**config.mk**
```make
export PLATFORM = sky130hd
export DESIGN_NAME = asps_sequencer
export DESIGN_NICKNAME = d
export VERILOG_FILES = /design/src/asps_pkg.sv /design/src/asps_sync.sv /design/src/asps_sequencer.sv
export SDC_FILE = /design/constraint.sdc
export NUM_CORES = 1
export LEC_CHECK = 0
export BUFFER_PORTS_ARGS = -buffer_cell sky130_fd_sc_hd__buf_2
export CAP_MARGIN = 20
export CORE_MARGIN = 5
export CORE_UTILIZATION = 55
export CTS_CLUSTER_DIAMETER = 200
export DETAILED_ROUTE_END_ITERATION = 12
export MAX_ROUTING_LAYER = met4
export PLACE_DENSITY = 0.75
export RECOVER_POWER = 25
export SYNTH_ARGS = -nofsm -noshare
export SYNTH_HDL_FRONTEND = slang
export SYNTH_HIERARCHICAL = 1
export SYNTH_SLANG_ARGS = --single-unit
```
**constraint.sdc**
```tcl
create_clock -name clk -period 3.9 [get_ports clk]
set_input_delay 0.585 -clock clk [delete_from_list [all_inputs] [get_ports clk]]
set_output_delay 0.585 -clock clk [all_outputs]
set_load 0.1 [all_outputs]
```
**src/asps_pkg.sv**
```systemverilog
// Operation
// - standby only after serial clock stays high the full activation time
// - plain standby exit: data ready after 52.51 ms fast, 401.8 ms slow
// - all delays given at 4.9152 MHz; all but the internal oscillator wake-up scale with conversion period
// - calibrated exit runs offset calibration, ready after 103/803 ms
// - first result after calibrated exit is already fully settled
// - power pin low shuts down all converter circuitry
// - entering power-down resets all internal state
// - power-down accepted anytime during readback, even mid-word
// - after power pin rises, wake-up 7.95 us internal, 5.6 ms crystal
// - after final power-up rise, wake-up behaves as from power-down
package asps_pkg;

  // ****************************************
  // timing base
  // ****************************************
  localparam int unsigned SYS_PERIOD_NS = 20;
  localparam int unsigned NOM_CONV_HZ = 4915200;
  localparam int CNT_W = 32;
  localparam int PULSE_W = 6;

  // ****************************************
  // documented times, in ns
  // ****************************************
  localparam int unsigned T_STBY_ACT_FAST_NS = 12460000;
  localparam int unsigned T_STBY_ACT_SLOW_NS = 99960000;
  localparam int unsigned T_RDY_FAST_NS = 52510000;
  localparam int unsigned T_RDY_SLOW_NS = 401800000;
  localparam int unsigned T_CAL_RDY_FAST_NS = 103000000;
  localparam int unsigned T_CAL_RDY_SLOW_NS = 803000000;
  localparam int unsigned T_WAKE_INT_NS = 7950;
  localparam int unsigned T_WAKE_XTAL_NS = 5600000;

  localparam logic [PULSE_W-1:0] CAL_PULSES = 6'h19;
  localparam int unsigned RESULT_BITS = 24;
  localparam logic [CNT_W-1:0] CNT_ONE = 32'h1;
  localparam logic [CNT_W-1:0] CNT_ZERO = 32'h0;
  localparam logic [PULSE_W-1:0] PULSE_MAX = 6'h3F;

  // ****************************************
  // time to cycles, scaled by conversion period
  // ****************************************
  // round_up for least times, otherwise round down; never below one cycle
  function automatic int unsigned asps_cycles(
    input int unsigned t_ns,
    input int unsigned conv_hz,
    input bit round_up
  );
    longint unsigned num;
    longint unsigned den;
    longint unsigned q;
    num = longint'(t_ns) * longint'(NOM_CONV_HZ);
    den = longint'(conv_hz) * longint'(SYS_PERIOD_NS);
    q = num / den;
    if (round_up && (q * den != num)) begin
      q = q + 1;
    end
    if (q == 0) begin
      q = 1;
    end
    return int'(q[31:0]);
  endfunction : asps_cycles

  localparam int unsigned STBY_ACT_FAST_CYC =
    asps_cycles(T_STBY_ACT_FAST_NS, NOM_CONV_HZ, 1'b1);
  localparam int unsigned STBY_ACT_SLOW_CYC =
    asps_cycles(T_STBY_ACT_SLOW_NS, NOM_CONV_HZ, 1'b1);
  localparam int unsigned RDY_FAST_CYC =
    asps_cycles(T_RDY_FAST_NS, NOM_CONV_HZ, 1'b0);
  localparam int unsigned RDY_SLOW_CYC =
    asps_cycles(T_RDY_SLOW_NS, NOM_CONV_HZ, 1'b0);
  localparam int unsigned CAL_RDY_FAST_CYC =
    asps_cycles(T_CAL_RDY_FAST_NS, NOM_CONV_HZ, 1'b0);
  localparam int unsigned CAL_RDY_SLOW_CYC =
    asps_cycles(T_CAL_RDY_SLOW_NS, NOM_CONV_HZ, 1'b0);
  // internal oscillator wake-up does not scale with the conversion clock
  localparam int unsigned WAKE_INT_CYC =
    asps_cycles(T_WAKE_INT_NS, NOM_CONV_HZ, 1'b1);
  localparam int unsigned WAKE_XTAL_CYC =
    asps_cycles(T_WAKE_XTAL_NS, NOM_CONV_HZ, 1'b1);

  typedef enum logic [2:0] {
    ASPS_DOWN,
    ASPS_WAKE,
    ASPS_SETTLE,
    ASPS_READY,
    ASPS_STANDBY
  } asps_state_t;

endpackage : asps_pkg

```
**src/asps_sync.sv**
```systemverilog
`timescale 1ns/1ps
module asps_sync #(
  parameter int W = 1
) (
  input wire logic clk,
  input wire logic rst,
  input wire logic [W-1:0] async_in,
  output logic [W-1:0] sync_out
);

  logic [W-1:0] meta_q;

  // first stage feeds only the second
  always_ff @(posedge clk or posedge rst) begin
    if (rst) begin
      meta_q <= '0;
      sync_out <= '0;
    end else begin
      meta_q <= async_in;
      sync_out <= meta_q;
    end
  end

endmodule : asps_sync

```
**src/asps_sequencer.sv**
```systemverilog
`timescale 1ns/1ps
module asps_sequencer
  import asps_pkg::*;
#(
  parameter int unsigned CONV_HZ = NOM_CONV_HZ,
  parameter int unsigned STBY_ACT_FAST = STBY_ACT_FAST_CYC,
  parameter int unsigned STBY_ACT_SLOW = STBY_ACT_SLOW_CYC,
  parameter int unsigned RDY_FAST = RDY_FAST_CYC,
  parameter int unsigned RDY_SLOW = RDY_SLOW_CYC,
  parameter int unsigned CAL_RDY_FAST = CAL_RDY_FAST_CYC,
  parameter int unsigned CAL_RDY_SLOW = CAL_RDY_SLOW_CYC,
  parameter int unsigned WAKE_XTAL = WAKE_XTAL_CYC
) (
  input wire logic clk,
  input wire logic rst,
  input wire logic serial_clk,
  input wire logic power_down_n,
  input wire logic speed_fast,
  input wire logic clk_is_xtal,
  input wire logic result_bit,
  output logic ready_and_serial_out,
  output logic converter_enable,
  output logic core_reset,
  output logic offset_cal,
  output logic standby,
  output logic result_settled
);

  // ****************************************
  // limits scaled to the conversion clock, internal wake-up excepted
  // ****************************************
  // counts below are given at the nominal rate; a slower conversion
  // clock stretches every scaled delay in proportion
  function automatic logic [CNT_W-1:0] scale(input int unsigned cyc);
    longint unsigned v;
    v = (longint'(cyc) * longint'(NOM_CONV_HZ)) / longint'(CONV_HZ);
    if (v == 0) begin
      v = 1;
    end
    return v[CNT_W-1:0];
  endfunction : scale

  localparam logic [CNT_W-1:0] LIM_ACT_F = scale(STBY_ACT_FAST);
  localparam logic [CNT_W-1:0] LIM_ACT_S = scale(STBY_ACT_SLOW);
  localparam logic [CNT_W-1:0] LIM_RDY_F = scale(RDY_FAST);
  localparam logic [CNT_W-1:0] LIM_RDY_S = scale(RDY_SLOW);
  localparam logic [CNT_W-1:0] LIM_CAL_F = scale(CAL_RDY_FAST);
  localparam logic [CNT_W-1:0] LIM_CAL_S = scale(CAL_RDY_SLOW);
  localparam logic [CNT_W-1:0] LIM_WAKE_X = scale(WAKE_XTAL);
  localparam logic [CNT_W-1:0] LIM_WAKE_I = CNT_W'(WAKE_INT_CYC);

  // ****************************************
  // pin synchronisers
  // ****************************************
  logic [3:0] pins_s;
  logic sclk_s;
  logic pdn_s;
  logic fast_s;
  logic xtal_s;

  asps_sync #(
    .W(4)
  ) u_sync (
    .clk(clk),
    .rst(rst),
    .async_in({serial_clk, power_down_n, speed_fast, clk_is_xtal}),
    .sync_out(pins_s)
  );

  assign sclk_s = pins_s[3];
  assign pdn_s = pins_s[2];
  assign fast_s = pins_s[1];
  assign xtal_s = pins_s[0];

  // ****************************************
  // sequencer state
  // ****************************************
  asps_state_t state_q;
  asps_state_t state_d;
  logic [CNT_W-1:0] cnt_q;
  logic [CNT_W-1:0] cnt_d;
  logic [CNT_W-1:0] cnt_inc;
  logic [PULSE_W-1:0] pulse_q;
  logic [PULSE_W-1:0] pulse_d;
  logic cal_q;
  logic cal_d;
  logic shifted_q;
  logic shifted_d;
  logic sclk_prev_q;
  logic sclk_rise;
  logic sclk_fall;
  logic [CNT_W-1:0] lim_act;
  logic [CNT_W-1:0] lim_rdy;
  logic [CNT_W-1:0] lim_wake;

  assign cnt_inc = cnt_q + CNT_ONE;
  assign sclk_rise = sclk_s & ~sclk_prev_q;
  assign sclk_fall = ~sclk_s & sclk_prev_q;

  always_comb begin
    lim_act = fast_s ? LIM_ACT_F : LIM_ACT_S;
    lim_wake = xtal_s ? LIM_WAKE_X : LIM_WAKE_I;
    if (cal_q) begin
      lim_rdy = fast_s ? LIM_CAL_F : LIM_CAL_S;
    end else begin
      lim_rdy = fast_s ? LIM_RDY_F : LIM_RDY_S;
    end
  end

  always_comb begin
    state_d = state_q;
    cnt_d = cnt_q;
    pulse_d = pulse_q;
    cal_d = cal_q;
    shifted_d = shifted_q;
    case (state_q)
      ASPS_DOWN: begin
        cnt_d = CNT_ZERO;
        if (pdn_s) begin
          // every rise, including the last of the power-up toggle
          state_d = ASPS_WAKE;
        end
      end
      ASPS_WAKE: begin
        cnt_d = cnt_inc;
        if (cnt_inc >= lim_wake) begin
          cnt_d = CNT_ZERO;
          state_d = ASPS_SETTLE;
        end
      end
      ASPS_SETTLE: begin
        cnt_d = cnt_inc;
        if (cnt_inc >= lim_rdy) begin
          cnt_d = CNT_ZERO;
          pulse_d = '0;
          shifted_d = 1'b0;
          state_d = ASPS_READY;
        end
      end
      ASPS_READY: begin
        if (sclk_rise) begin
          shifted_d = 1'b1;
        end
        if (sclk_fall && (pulse_q != PULSE_MAX)) begin
          pulse_d = pulse_q + 6'h1;
        end
        if (sclk_s) begin
          cnt_d = cnt_inc;
          if (cnt_inc >= lim_act) begin
            cnt_d = CNT_ZERO;
            // pulses completed before the long high decide calibration
            cal_d = (pulse_q >= CAL_PULSES);
            state_d = ASPS_STANDBY;
          end
        end else begin
          cnt_d = CNT_ZERO;
        end
      end
      ASPS_STANDBY: begin
        cnt_d = CNT_ZERO;
        if (!sclk_s) begin
          state_d = ASPS_SETTLE;
        end
      end
      default: begin
        state_d = ASPS_DOWN;
        cnt_d = CNT_ZERO;
      end
    endcase
    // pin low wins over any state, readback included
    if (!pdn_s) begin
      state_d = ASPS_DOWN;
      cnt_d = CNT_ZERO;
      pulse_d = '0;
      cal_d = 1'b0;
      shifted_d = 1'b0;
    end
  end

  always_ff @(posedge clk or posedge rst) begin
    if (rst) begin
      state_q <= ASPS_DOWN;
      cnt_q <= CNT_ZERO;
      pulse_q <= '0;
      cal_q <= 1'b0;
      shifted_q <= 1'b0;
      sclk_prev_q <= 1'b0;
    end else begin
      state_q <= state_d;
      cnt_q <= cnt_d;
      pulse_q <= pulse_d;
      cal_q <= cal_d;
      shifted_q <= shifted_d;
      sclk_prev_q <= sclk_s;
    end
  end

  // ****************************************
  // registered outputs
  // ****************************************
  logic rdy_out_d;
  logic conv_en_d;
  logic core_rst_d;
  logic cal_run_d;
  logic stby_d;
  logic settled_d;

  always_comb begin
    conv_en_d = (state_d != ASPS_DOWN) && (state_d != ASPS_STANDBY);
    core_rst_d = (state_d == ASPS_DOWN);
    cal_run_d = (state_d == ASPS_SETTLE) && cal_d;
    stby_d = (state_d == ASPS_STANDBY);
    // full settle time has passed, calibrated or not
    settled_d = (state_d == ASPS_READY);
    if (state_d == ASPS_READY) begin
      rdy_out_d = shifted_d ? result_bit : 1'b0;
    end else begin
      rdy_out_d = 1'b1;
    end
  end

  always_ff @(posedge clk or posedge rst) begin
    if (rst) begin
      ready_and_serial_out <= 1'b1;
      converter_enable <= 1'b0;
      core_reset <= 1'b1;
      offset_cal <= 1'b0;
      standby <= 1'b0;
      result_settled <= 1'b0;
    end else begin
      ready_and_serial_out <= rdy_out_d;
      converter_enable <= conv_en_d;
      core_reset <= core_rst_d;
      offset_cal <= cal_run_d;
      standby <= stby_d;
      result_settled <= settled_d;
    end
  end

endmodule : asps_sequencer

```
==> key figures <==
Drt
  • Drt total wl: roughly 13000 µm
  • Drc violations: 0
  • Drt initial violations: 356
  • Via density: 6.35
  • Post-DRT Antenna Nets: 0
  • Drt pass-1 iters: 5
  • Routed vias: around 4300
  • Drt wl/cell: between 15 and 20 µm

Setup path
  • Worst R2R Start: cnt_q[3]
  • Worst R2R Setup Slack: about 49 ps
  • Crit. End Element: flop
  • Crit Path Max Fanout: 5
  • Worst setup SP type: flop
  • Slowest cell on the critical path: or4_4
  • WS Path Type: reg -> reg
  • FF-to-FF path depth: 15
  • Buf+Inv Stages, Crit Path: 1
  • Top Family by Delay on Critical Path: simple AND/OR/NAND/NOR gates
  • Crit-path cells: nand4_1 -> or4_4 -> nor4_4 -> xnor2_2 -> inv_2 -> ha_4 -> nand3_2 -> o22ai_1 -> nor2_1 -> a31oi_1 -> o21a_1 -> or4b_4 -> o21a_1 -> o2bb2ai_4 -> a2111oi_4
  • R2r endpoint: offset_cal
  • Crit-path most repeated cell: o21a_1
  • Req. time, crit path: around 4200 ps
  • CP peak stage delay: roughly 630 ps
  • Worst Path Arrival: 4100 ps

STA
  • Unrepaired setup endpoints after global routing: true
  • Slew Viols, Final: 0
  • Final WS setup: 48.6 ps
  • Worst slew margin: between 50 and 60%
  • Hold slack: approximately 170 ps
  • Final Critical Period: 3850 ps
  • Fin Setup TNS: 0 ps
  • Hold Violations, Final: 0
  • Clock skew: ~9.8 ps
  • Period utilization: about 100%
  • Worst slew pin tran: between 500 and 600 ps
  • Final setup violation count: 0
  • Maximum achievable frequency: 260 MHz

GRT
  • Largest net degree at the start of global routing: 51
  • Initial antenna violation count: 0
  • First-pass GRT wire length: 20200 µm
  • Overall routing resource usage: a little over a quarter
  • Gr ovfl total: 0
  • Vias in the first global route: between 4000 and 5000

Die
  • Starting density of the core: 55.4%
  • Die Wd: 100 µm
  • Die height: between 100 and 150 µm
  • # IOs: 13
  • Core ar.: a little over 8000 µm²
  • Die area: 10100 µm²
  • Core Rows: 33

Outcome
  • Outcome: finished, final reports clean

Placement
  • Inst Count DP: 646
  • Post-Place Setup Slack: 24.3 ps
  • Placer congestion estimate: approximately 1.0
  • PortBufs: 12
  • Detail Placement HPWL: 9280 µm

Clocking
  • Num CTS Buffers: 9
  • Worst-path clk slew: roughly 70 ps
  • CTS H-tree lvls: 3
  • # clock sinks: 58
  • Hold buffer count at CTS: 0
  • Clock latency on the worst-skew pair: 350 ps
  • Clock tree root buffer cell: clkbuf_8
  • CTS tree: done
  • Clk buf depth: 2

Synthesis
  • Seq/Total Area, Yosys: about a third
  • Unique masters post-synth: 75
  • Cell taking the most area after synthesis: dfrtp_1
  • Async S/R FF share, synth: 100%
  • Synth top area share: between 30% and 40%
  • Post-Syn Area: 4480 µm²
  • Mapped Cells: 511
  • Commonest register cell after synthesis: dfrtp_1
  • Largest cells by area after synthesis: dfrtp_1, ha_1, nand2_1
  • Yosys warning count: 6
  • Yosys reg bits: 58
  • Post-Syn Area per Cell: 8.77 µm²
  • Post-synth EDFFs: 0

Final layout
  • P&R area growth vs syn: 20.6%
  • Most frequent cells in the layout: dfrtp_1, nand2_1, ha_1
  • Register area: 1450 µm²
  • N_diodes: 0
  • Most common cell after layout, fill and taps aside: dfrtp_1
  • Final nets: 614
  • Fraction of layout cells with a size suffix above 1: 21.9%
  • Multi-input gate area: 3020 µm²
  • Non-filler cells, final: 672
  • # fillers: 638

Worst hold path
  • Worst min path class: in -> async

Pwr
  • VDD IR-drop max: 0.389 mV
  • Leakage power total: roughly 2.4 nW
  • Pwr per Cell Area: around 290 nW/µm²

Run
  • Max-cap violation count: 0
where the power goes:
group	internal, mW	total (mW)	leakage (nW)	switching, mW
Clock	0.443	0.709	0.119	0.266
Sequential	0.623	0.647	0.763	0.0240
Combinational	0.0752	0.238	1.53	0.163
Total	1.14	1.59	2.41	0.453
cell type report:
class                   instances  share of cell area, %
repair buffers                 57                   8.06
inverters                      29                   2.01
well taps                     105                   2.43
multi-input cells             407                   55.9
clock buffers                  10                   2.55
clock inverters                 6                   2.11
flip-flops and latches         58                   26.9
flip-flops by register name (all words and copies together), names as in the netlist:
name / count
ready_and_serial_out: 1
core_reset: 1
sclk_prev_q: 1
u_sync/meta_q: 4
shifted_q: 1
result_settled: 1
converter_enable: 1
u_sync/sync_out: 4
state_q: 3
pulse_q: 6
cal_q: 1
standby: 1
offset_cal: 1
cnt_q: 32
cell usage after synthesis (3+ instances only):
cell type,count
a21oi_1,32
nor4_1,12
nor3b_1,5
or4_1,3
mux2i_1,5
o31a_1,4
nand2_1,56
and2_1,7
a211oi_2,3
clkbuf_1,7
o21ai_0,13
a211o_1,3
o311ai_0,3
o21a_1,7
a31oi_1,5
nor3_1,12
nand3_1,27
a21o_1,4
xnor2_1,15
o22ai_1,3
xor2_1,8
dfrtp_1,56
a211oi_1,14
nor2_1,34
buf_2,9
ha_1,45
o31ai_1,3
nand4_1,15
inv_1,29
and3_1,10
nand2b_1,3
worst reg2reg max path: stages, from the launching register on:
cell and delay [ps]:
dfrtp_1 360, nand4_1 170, or4_4 630, nor4_4 270
xnor2_2 180, inv_2 100, ha_4 250, nand3_2 60
o22ai_1 80, nor2_1 90, a31oi_1 90, o21a_1 220
or4b_4 540, o21a_1 220, o2bb2ai_4 150, a2111oi_4 350
routing by layer:
metal / part of all wire (%) / GRT usage [%] / wire, µm
met3: 7.9 / 6.05 / 1010
met4: 3.8 / 13.4 / 478
met5: 0 / - / 0
met1: 41 / 33.4 / 5220
met2: 47 / 39.4 / 5980
stage by stage:
stage	utilization, %	total power [mW]	area (µm²)
finish	66.8	1.59	5410
global route	66.8	1.65	5410
CTS	63.9	1.57	5170
detailed placement	60.4	0.867	4890
global placement	60.4	0.862	4890
floorplan	-	0.816	4550
cell families after synthesis:
logic type / share of synthesized area (%)
XOR/XNOR: 4.49
multiplexers: 1.12
flip-flops: 32.4
other: 0.0837
AND/OR/NAND/NOR: 26.0
adder cells (fa/ha/maj): 12.6
AO/OA/AOI/OAI: 18.0
buffers and inverters: 5.30
worst max path at each step:
stage / startpoint / to / depth (start not counted)
finish: cnt_q[3] / offset_cal / 15
floorplan: cnt_q[1] / offset_cal / 18
global route: cnt_q[3] / offset_cal / 15
global placement: cnt_q[1] / converter_enable / 14
detailed placement: cnt_q[5] / cnt_q[3] / 17
CTS: cnt_q[1] / cnt_q[22] / 17
repair_timing:
item / CTS / global route
pin swaps: 0 / 8
gates resized for setup: 3 / 30
endpoints found under the setup margin: 10 / 39
buffers inserted: 2 / 7
Power figures use the tool's default switching activity.
